==> config.mk <==
export PLATFORM = sky130hd
export DESIGN_NAME = dp_host
export DESIGN_NICKNAME = d
export VERILOG_FILES = /design/src/rtl/dp_host_pkg.sv /design/src/rtl/dp_host.sv /design/src/rtl/pin_sync.sv
export VERILOG_INCLUDE_DIRS = /design/src /design/src/rtl
export SDC_FILE = /design/constraint.sdc
export NUM_CORES = 1
export LEC_CHECK = 0
export BUFFER_PORTS_ARGS = -buffer_cell sky130_fd_sc_hd__buf_2
export CAP_MARGIN = 20
export CORE_AREA = 2 2 93 95
export DETAILED_ROUTE_END_ITERATION = 8
export DIE_AREA = 0 0 95 97
export GPL_ROUTABILITY_DRIVEN = 0
export HOLD_SLACK_MARGIN = 0.12
export PLACE_DENSITY = 0.77
export SYNTH_ARGS = -nofsm -noshare
export SYNTH_HDL_FRONTEND = slang
export SYNTH_SLANG_ARGS = --single-unit
==> constraint.sdc <==
create_clock -name ref_clk -period 2.3 [get_ports ref_clk]
set_clock_uncertainty 0.05 [all_clocks]
set_input_delay 0.115 -clock ref_clk [delete_from_list [all_inputs] [get_ports ref_clk]]
set_output_delay 0.115 -clock ref_clk [all_outputs]
set_load 0.03 [all_outputs]
==> src/rtl/dp_host_defines.svh <==
`ifndef DP_HOST_DEFINES_SVH
`define DP_HOST_DEFINES_SVH

// ****************************************
// Clock and pin timing
// ****************************************
// Reference clock period, ns
`define CLK_PERIOD_NS 20
// Worst-case master arbitration time, ns
`define ARBITRATION_TIME_NS 30
// Address access time of the memory, ns
`define ADDRESS_ACCESS_TIME_NS 45
// Minimum write pulse width, ns
`define WRITE_PULSE_NS 40
// Least times round up to whole cycles
`define ARB_CYCLES ((`ARBITRATION_TIME_NS + `CLK_PERIOD_NS - 1) / `CLK_PERIOD_NS)
`define ACCESS_CYCLES ((`ADDRESS_ACCESS_TIME_NS + `CLK_PERIOD_NS - 1) / `CLK_PERIOD_NS)
`define WRITE_PULSE_CYCLES ((`WRITE_PULSE_NS + `CLK_PERIOD_NS - 1) / `CLK_PERIOD_NS)
// Two-flop latency of sampled pins
`define SYNC_CYCLES 2

// ****************************************
// Reset values and counter width
// ****************************************
`define PIN_INACTIVE 1'b1
`define COUNT_WIDTH 8

`endif

==> src/rtl/dp_host_pkg.sv <==
package dp_host_pkg;

	// ****************************************
	// Sequencer states, Gray from st_idle through st_write to st_done
	// ****************************************
	typedef enum logic [2:0]
	{
		st_idle = 3'h0,
		st_setup = 3'h1,
		st_arb = 3'h3,
		st_wait = 3'h2,
		st_read = 3'h6,
		st_write = 3'h7,
		st_done = 3'h5
	} seq_state_e;

endpackage

==> src/rtl/dp_host.sv <==
`timescale 1ns/1ns
`include "dp_host_defines.svh"

// Overview of operation
// - One master chip arbitrates; controller obeys only its single wait pin.
// - Follower chip select is forced inactive while master reports wait.
// - Waiting processor finishes its cycle only after wait returns high.
// - Wait signal is sampled as a level, never as an edge.
// - Waiting side begins its read or write only after wait is removed.
// - Write pulse full minimum width is counted from wait release.
// - Follower write enable delayed at least master arbitration time.
// - Follower write delay needed only in width-expanded arrays.
// - Read-modify-write holds address and select across both halves.
module dp_host
#(
	parameter int ADDR_W = 11,
	parameter int DATA_W = 16,
	parameter bit WIDTH_EXPANDED = 1'b1,
	parameter int ARB_CYCLES = `ARB_CYCLES,
	parameter int ACCESS_CYCLES = `ACCESS_CYCLES,
	parameter int WRITE_CYCLES = `WRITE_PULSE_CYCLES
)
(
	input wire logic ref_clk,
	input wire logic rst_n,
	input wire logic req,
	input wire logic req_write,
	input wire logic req_rmw,
	input wire logic [ADDR_W-1:0] req_addr,
	input wire logic [DATA_W-1:0] req_wdata,
	output logic ack,
	output logic [DATA_W-1:0] rdata,
	output logic mem_addr_oe,
	output logic [ADDR_W-1:0] mem_addr,
	output logic master_cs_n,
	output logic follower_cs_n,
	output logic master_we_n,
	output logic follower_we_n,
	output logic mem_oe_n,
	input wire logic master_busy_n,
	input wire logic [DATA_W-1:0] dq_i,
	output logic [DATA_W-1:0] dq_o,
	output logic dq_oe
);

	localparam logic [`COUNT_WIDTH-1:0] ARB_WAIT = `COUNT_WIDTH'(ARB_CYCLES + `SYNC_CYCLES);
	localparam logic [`COUNT_WIDTH-1:0] READ_WAIT = `COUNT_WIDTH'(ACCESS_CYCLES + `SYNC_CYCLES);
	localparam logic [`COUNT_WIDTH-1:0] PULSE = `COUNT_WIDTH'(WRITE_CYCLES);
	localparam logic [`COUNT_WIDTH-1:0] SLAVE_DLY = WIDTH_EXPANDED ? `COUNT_WIDTH'(ARB_CYCLES) : '0;

	// ****************************************
	// Pin sampling
	// ****************************************
	logic busy_n_s;
	logic [DATA_W-1:0] dq_s;

	// Only the master's wait pin is watched, so one arbitrator decides
	// Wait is glitchy during arbitration, so only a settled level is used
	pin_sync #(.WIDTH(1), .INIT(`PIN_INACTIVE)) u_busy_sync
	(
		.ref_clk(ref_clk),
		.rst_n(rst_n),
		.pin(master_busy_n),
		.level(busy_n_s)
	);

	pin_sync #(.WIDTH(DATA_W), .INIT('0)) u_data_sync
	(
		.ref_clk(ref_clk),
		.rst_n(rst_n),
		.pin(dq_i),
		.level(dq_s)
	);

	// ****************************************
	// Access sequencer
	// ****************************************
	dp_host_pkg::seq_state_e state_q, state_d;
	logic [`COUNT_WIDTH-1:0] cnt_q, cnt_d;
	logic [`COUNT_WIDTH-1:0] scnt_q, scnt_d;
	logic wr_q, wr_d;
	logic rmw_q, rmw_d;
	logic [DATA_W-1:0] wdata_q, wdata_d;
	logic [ADDR_W-1:0] addr_q, addr_d;
	logic addr_oe_q, addr_oe_d;
	logic cs_n_q, cs_n_d;
	logic fcs_n_q, fcs_n_d;
	logic mwe_n_q, mwe_n_d;
	logic fwe_n_q, fwe_n_d;
	logic dq_oe_q, dq_oe_d;
	logic [DATA_W-1:0] rdata_q, rdata_d;
	logic ack_q, ack_d;

	// Next values of the whole access
	always_comb
	begin
		state_d = state_q;
		cnt_d = cnt_q;
		scnt_d = scnt_q;
		wr_d = wr_q;
		rmw_d = rmw_q;
		wdata_d = wdata_q;
		addr_d = addr_q;
		addr_oe_d = addr_oe_q;
		cs_n_d = cs_n_q;
		fcs_n_d = fcs_n_q;
		mwe_n_d = mwe_n_q;
		fwe_n_d = fwe_n_q;
		dq_oe_d = dq_oe_q;
		rdata_d = rdata_q;
		ack_d = 1'b0;
		case (state_q)
			dp_host_pkg::st_idle:
			begin
				if (req)
				begin
					wr_d = req_write;
					rmw_d = req_rmw;
					wdata_d = req_wdata;
					addr_d = req_addr;
					addr_oe_d = 1'b1;
					state_d = dp_host_pkg::st_setup;
				end
			end
			dp_host_pkg::st_setup:
			begin
				// Address settles before select so arbitration sees it stable
				cs_n_d = 1'b0;
				fcs_n_d = 1'b0;
				cnt_d = ARB_WAIT;
				state_d = dp_host_pkg::st_arb;
			end
			dp_host_pkg::st_arb:
			begin
				if (cnt_q != '0)
					cnt_d = cnt_q - 1'b1;
				else if (!busy_n_s)
				begin
					fcs_n_d = 1'b1;
					state_d = dp_host_pkg::st_wait;
				end
				else if (wr_q && !rmw_q)
				begin
					mwe_n_d = 1'b0;
					dq_oe_d = 1'b1;
					cnt_d = PULSE;
					scnt_d = SLAVE_DLY;
					state_d = dp_host_pkg::st_write;
				end
				else
				begin
					cnt_d = READ_WAIT;
					state_d = dp_host_pkg::st_read;
				end
			end
			dp_host_pkg::st_wait:
			begin
				// Cycle starts only after the low level of wait is gone
				if (busy_n_s)
				begin
					fcs_n_d = 1'b0;
					if (wr_q && !rmw_q)
					begin
						mwe_n_d = 1'b0;
						dq_oe_d = 1'b1;
						cnt_d = PULSE;
						scnt_d = SLAVE_DLY;
						state_d = dp_host_pkg::st_write;
					end
					else
					begin
						cnt_d = READ_WAIT;
						state_d = dp_host_pkg::st_read;
					end
				end
			end
			dp_host_pkg::st_read:
			begin
				if (cnt_q != '0)
					cnt_d = cnt_q - 1'b1;
				else
				begin
					rdata_d = dq_s;
					if (rmw_q)
					begin
						// Select and address stay put so arbitration is kept
						rmw_d = 1'b0;
						mwe_n_d = 1'b0;
						dq_oe_d = 1'b1;
						cnt_d = PULSE;
						scnt_d = SLAVE_DLY;
						state_d = dp_host_pkg::st_write;
					end
					else
						state_d = dp_host_pkg::st_done;
				end
			end
			dp_host_pkg::st_write:
			begin
				// Follower enable trails master by the arbitration time plus one cycle when width-expanded
				if (scnt_q != '0)
					scnt_d = scnt_q - 1'b1;
				else
				begin
					fwe_n_d = 1'b0;
					if (!fwe_n_q && cnt_q > 1)
						cnt_d = cnt_q - 1'b1;
					else if (!fwe_n_q)
					begin
						mwe_n_d = 1'b1;
						fwe_n_d = 1'b1;
						state_d = dp_host_pkg::st_done;
					end
				end
			end
			dp_host_pkg::st_done:
			begin
				// Data held one cycle past write enable release
				cs_n_d = 1'b1;
				fcs_n_d = 1'b1;
				dq_oe_d = 1'b0;
				addr_oe_d = 1'b0;
				ack_d = 1'b1;
				state_d = dp_host_pkg::st_idle;
			end
			default:
				state_d = dp_host_pkg::st_idle;
		endcase
	end

	// Registers of the sequencer and all pins but mem_oe_n
	always_ff @(posedge ref_clk or negedge rst_n)
	begin
		if (!rst_n)
		begin
			state_q <= dp_host_pkg::st_idle;
			cnt_q <= '0;
			scnt_q <= '0;
			wr_q <= 1'b0;
			rmw_q <= 1'b0;
			wdata_q <= '0;
			addr_q <= '0;
			addr_oe_q <= 1'b0;
			cs_n_q <= `PIN_INACTIVE;
			fcs_n_q <= `PIN_INACTIVE;
			mwe_n_q <= `PIN_INACTIVE;
			fwe_n_q <= `PIN_INACTIVE;
			dq_oe_q <= 1'b0;
			rdata_q <= '0;
			ack_q <= 1'b0;
		end
		else
		begin
			state_q <= state_d;
			cnt_q <= cnt_d;
			scnt_q <= scnt_d;
			wr_q <= wr_d;
			rmw_q <= rmw_d;
			wdata_q <= wdata_d;
			addr_q <= addr_d;
			addr_oe_q <= addr_oe_d;
			cs_n_q <= cs_n_d;
			fcs_n_q <= fcs_n_d;
			mwe_n_q <= mwe_n_d;
			fwe_n_q <= fwe_n_d;
			dq_oe_q <= dq_oe_d;
			rdata_q <= rdata_d;
			ack_q <= ack_d;
		end
	end

	// Output enable tied active; write enable alone turns memory drivers off
	assign mem_oe_n = 1'b0;
	assign ack = ack_q;
	assign rdata = rdata_q;
	assign mem_addr = addr_q;
	assign mem_addr_oe = addr_oe_q;
	assign master_cs_n = cs_n_q;
	assign follower_cs_n = fcs_n_q;
	assign master_we_n = mwe_n_q;
	assign follower_we_n = fwe_n_q;
	assign dq_o = wdata_q;
	assign dq_oe = dq_oe_q;

	// ****************************************
	// Checks
	// ****************************************
	int unsigned fwe_low_cnt;
	always_ff @(posedge ref_clk or negedge rst_n)
	begin
		if (!rst_n)
			fwe_low_cnt <= 0;
		else if (!fwe_n_q)
			fwe_low_cnt <= fwe_low_cnt + 1;
		else
			fwe_low_cnt <= 0;
	end
endmodule

==> src/rtl/pin_sync.sv <==
`timescale 1ns/1ns
`include "dp_host_defines.svh"

// Two-flop synchroniser for pins from the memory
module pin_sync
#(
	parameter int WIDTH = 1,
	parameter logic [WIDTH-1:0] INIT = '0
)
(
	input wire logic ref_clk,
	input wire logic rst_n,
	input wire logic [WIDTH-1:0] pin,
	output logic [WIDTH-1:0] level
);

	logic [WIDTH-1:0] meta_q;
	logic [WIDTH-1:0] level_q;

	// First stage feeds only the second stage
	always_ff @(posedge ref_clk or negedge rst_n)
	begin
		if (!rst_n)
		begin
			meta_q <= INIT;
			level_q <= INIT;
		end
		else
		begin
			meta_q <= pin;
			level_q <= meta_q;
		end
	end

	assign level = level_q;

endmodule

==> flow_metrics.env <==
export IMPL_synth_flop_cell="dfrtp_1"
export IMPL_combPwrFrac_pct=46.7
export IMPL_fin_crit_ps=2140
export IMPL_clockBufferDepth=2
export IMPL_max_vdd_ir_drop_mv=0.817
export IMPL_cts_buffers=9
export IMPL_slowest_delay_ps=490
export IMPL_worstHoldPathType="in2reg"
export IMPL_rsz0062_at_grt="no"
export IMPL_core_um2=8130
export IMPL_cts_max_level=3
export IMPL_grt_busiest_layer="met2"
export IMPL_grt_use_total_pct=22.4
export IMPL_grt_pass1_vias=3308
export IMPL_fillers=526
export IMPL_clkPwrFrac_pct=15.1
export IMPL_grt_use_met1_pct=27.9
export IMPL_ant_nets=0
export IMPL_post_drt_wl_per_cell_um=16.3
export IMPL_tns_ps=0
export IMPL_clk_latency_ps=370
export IMPL_drive_above_1_share_pct=39.5
export IMPL_seq_area_frac_synth_pct=62.5
export IMPL_ioPinCount=100
export IMPL_pre_cts_ws_ps=118
export IMPL_arrival_ps=2360
export IMPL_ys_seq_elements=105
export IMPL_yosysTopAreaCellShare_pct=58.8
export IMPL_fmax_mhz=467
export IMPL_drtIter0Drc=179
export IMPL_cp_cell_sequence="or3_4, or3_4, or4_4, and2_4, o21ai_2, o31ai_1"
export IMPL_cpMaxStageDelayCell="or4_4"
export IMPL_hold_viol=0
export IMPL_die_w_um=95
export IMPL_grt_overflow_total=0
export IMPL_grtUsageMet3_pct=6.23
export IMPL_grt_first_pass_wirelength_mm=16.2
export IMPL_path_class="reg2reg"
export IMPL_worstPathMaxFanout=3
export IMPL_timing_final_ws_setup_ps=157
export IMPL_num_rows=33
export IMPL_fin_crit_sh_pct=93.2
export IMPL_synth_nets=383
export IMPL_ff2ff_setup_slack_ps=160
export IMPL_layout_common_cells="dfrtp_1 (99), buf_2 (97), dlygate4sd3_1 (47)"
export IMPL_yosys_warnings=0
export IMPL_power_leakage_nw=2.66
export IMPL_tritoncts="done"
export IMPL_synth_distinct_cells=50
export IMPL_slew_violations=0
export IMPL_critPathRequiredTime_ps=2520
export IMPL_power_switching_w=0.00331
export IMPL_die_area_um2=9220
export IMPL_maxCapViolCount=0
export IMPL_cp_end_kind="flip-flop"
export IMPL_grt_max_degree=51
export IMPL_yosys_top_cells_area="dfrtp_1 (59%), mux2_2 (12%), dfstp_2 (3.7%)"
export IMPL_vias=3193
export IMPL_synth_top_area_cell="dfrtp_1"
export IMPL_synthArstFlopShare_pct=100
export IMPL_synth_edff_count=0
export IMPL_seq_power_share_pct=38.2
export IMPL_finalNetCount=537
export IMPL_synth_area_per_cell_um2=12.8
export IMPL_cts_root_buf="clkbuf_8"
export IMPL_cts_clk_slew_worst_paths_ps=110
export IMPL_startpoint_type="flip-flop"
export IMPL_crit_family="simple AND/OR/NAND/NOR gates"
export IMPL_status="finished, final reports clean"
export IMPL_slew_headroom_pct=58.4
export IMPL_clkSinkCount=105
export IMPL_syn_inst=329
export IMPL_p_int_w=0.00429
export IMPL_drt_drc_violations_left=0
export IMPL_use_met2_pct=38.2
export IMPL_num_antenna_cells=0
export IMPL_area_delta_synth_final_pct=32.6
export IMPL_cpMostUsedCell="or3_4"
export IMPL_path_buf_inv=0
export IMPL_setup_viol=0
export IMPL_io_buffer_count=98
export IMPL_tightest_slew_ps=624
export IMPL_dpl_hpwl_mm=5.87
export IMPL_layout_commonest_cell="dfrtp_1"
export IMPL_routed_wl_mm=9.67
export IMPL_die_h_um=97
export IMPL_p_sw_share_pct=43.6
export IMPL_synth_area_um2=4220
export IMPL_antenna_found_initial=0
export IMPL_viasPerCell=5.38
export IMPL_drtPass1Iterations=4
export IMPL_initial_core_util_pct=51.8
export IMPL_powerDensity_nw_per_um2=1360
[state kept, by name, summed over array words and instances, names as in the netlist]
signal              cells
mem_addr_oe             1
u_busy_sync.meta_q      1
cnt_q                   8
follower_we_n           1
master_we_n             1
mem_addr               11
master_cs_n             1
dq_o                   16
follower_cs_n           1
rmw_q                   1
scnt_q                  8
state_q                 3
u_busy_sync.level       1
u_data_sync.level      16
u_data_sync.meta_q     16
ack                     1
rdata                  16
dq_oe                   1
wr_q                    1
[timing repair]
action                                  CTS  global route
hold buffers                             47             0
endpoints found under the hold margin    94             0
gates resized for setup                   0             1
endpoints found under the setup margin    0             4
setup buffers                             0             1
[worst register-to-register path, delay by kind of cell (launching register included)]
| kind | cells | cell delay (ps) |
|---|---|---|
| AO/OA/AOI/OAI | 2 | 170 |
| flip-flops | 1 | 410 |
| AND/OR/NAND/NOR | 4 | 1410 |
[through the flow]
step	cells	power, W	hold WS (ps)	cell area, µm²	utilization [%]
after floorplan	329	0.00530	-231	4220	-
after global placement	529	0.00621	128	4900	60.2
after detailed placement	529	0.00633	135	4900	60.2
after CTS	592	0.00753	130	5580	68.6
after global routing	593	0.00805	186	5590	68.8
final	593	0.00760	146	5590	68.8
[synthesized netlist by cell type (6+ instances only)]
cell      instances
dfrtp_1          99
mux2_2           45
a21oi_1          19
o21ai_0          19
nor2_1           17
nand2_1          16
clkbuf_1         10
nor3_1           10
dfstp_2           6
nand3_1           6
[per-layer routing]
metal	wire, µm	vias to the layer above
met5	0	-
met4	146	0
met3	585	16
met2	5120	111
met1	3820	1585
li1	-	1481
[kinds of logic (layout without fill, tap and decap cells)]
kind of cell               Yosys count  in the layout  synth area share [%]
AOI/OAI and AO/OA                   63             63                  9.41
adders and majority gates            5              5                  1.48
buffers and inverters               22            181                  2.20
DFF                                105            105                  62.5
muxes                               45             45                  12.0
other                                1              1                0.0889
and+or+nand+nor                     88             88                  12.3
[area by class of cell]
class                           count  area [µm²]  area share [%]
Multi-Input combinational cell    202        1500            26.8
Inverter                            5        18.8           0.336
Clock inverter                      7        85.1            1.52
Tap cell                          105         131            2.35
Sequential cell                   105        2640            47.1
Clock buffer                        9         124            2.21
Timing Repair Buffer              160        1100            19.7
[power groups by stage]
stage	clock network, W	logic, W	registers, W
after floorplan	0	0.00166	0.00363
after global placement	0	0.00335	0.00286
after detailed placement	0	0.00343	0.00289
after CTS	0.00116	0.00350	0.00287
after global routing	0.00123	0.00383	0.00299
final	0.00115	0.00355	0.00291
[path summary, 6_finish.rpt]
check / startpoint / to / cells past startpoint
max: scnt_q[1] / scnt_q[7] / 6
min: req / state_q[0] / 4
max reg2reg: scnt_q[1] / scnt_q[7] / 6
min reg2reg: u_data_sync.meta_q[4] / u_data_sync.level[4] / 0
max in group asynchronous: rst_n / dq_o[2] / 3
min in group asynchronous: rst_n / scnt_q[3] / 2
No activity file was read; power rests on OpenSTA's default activity.
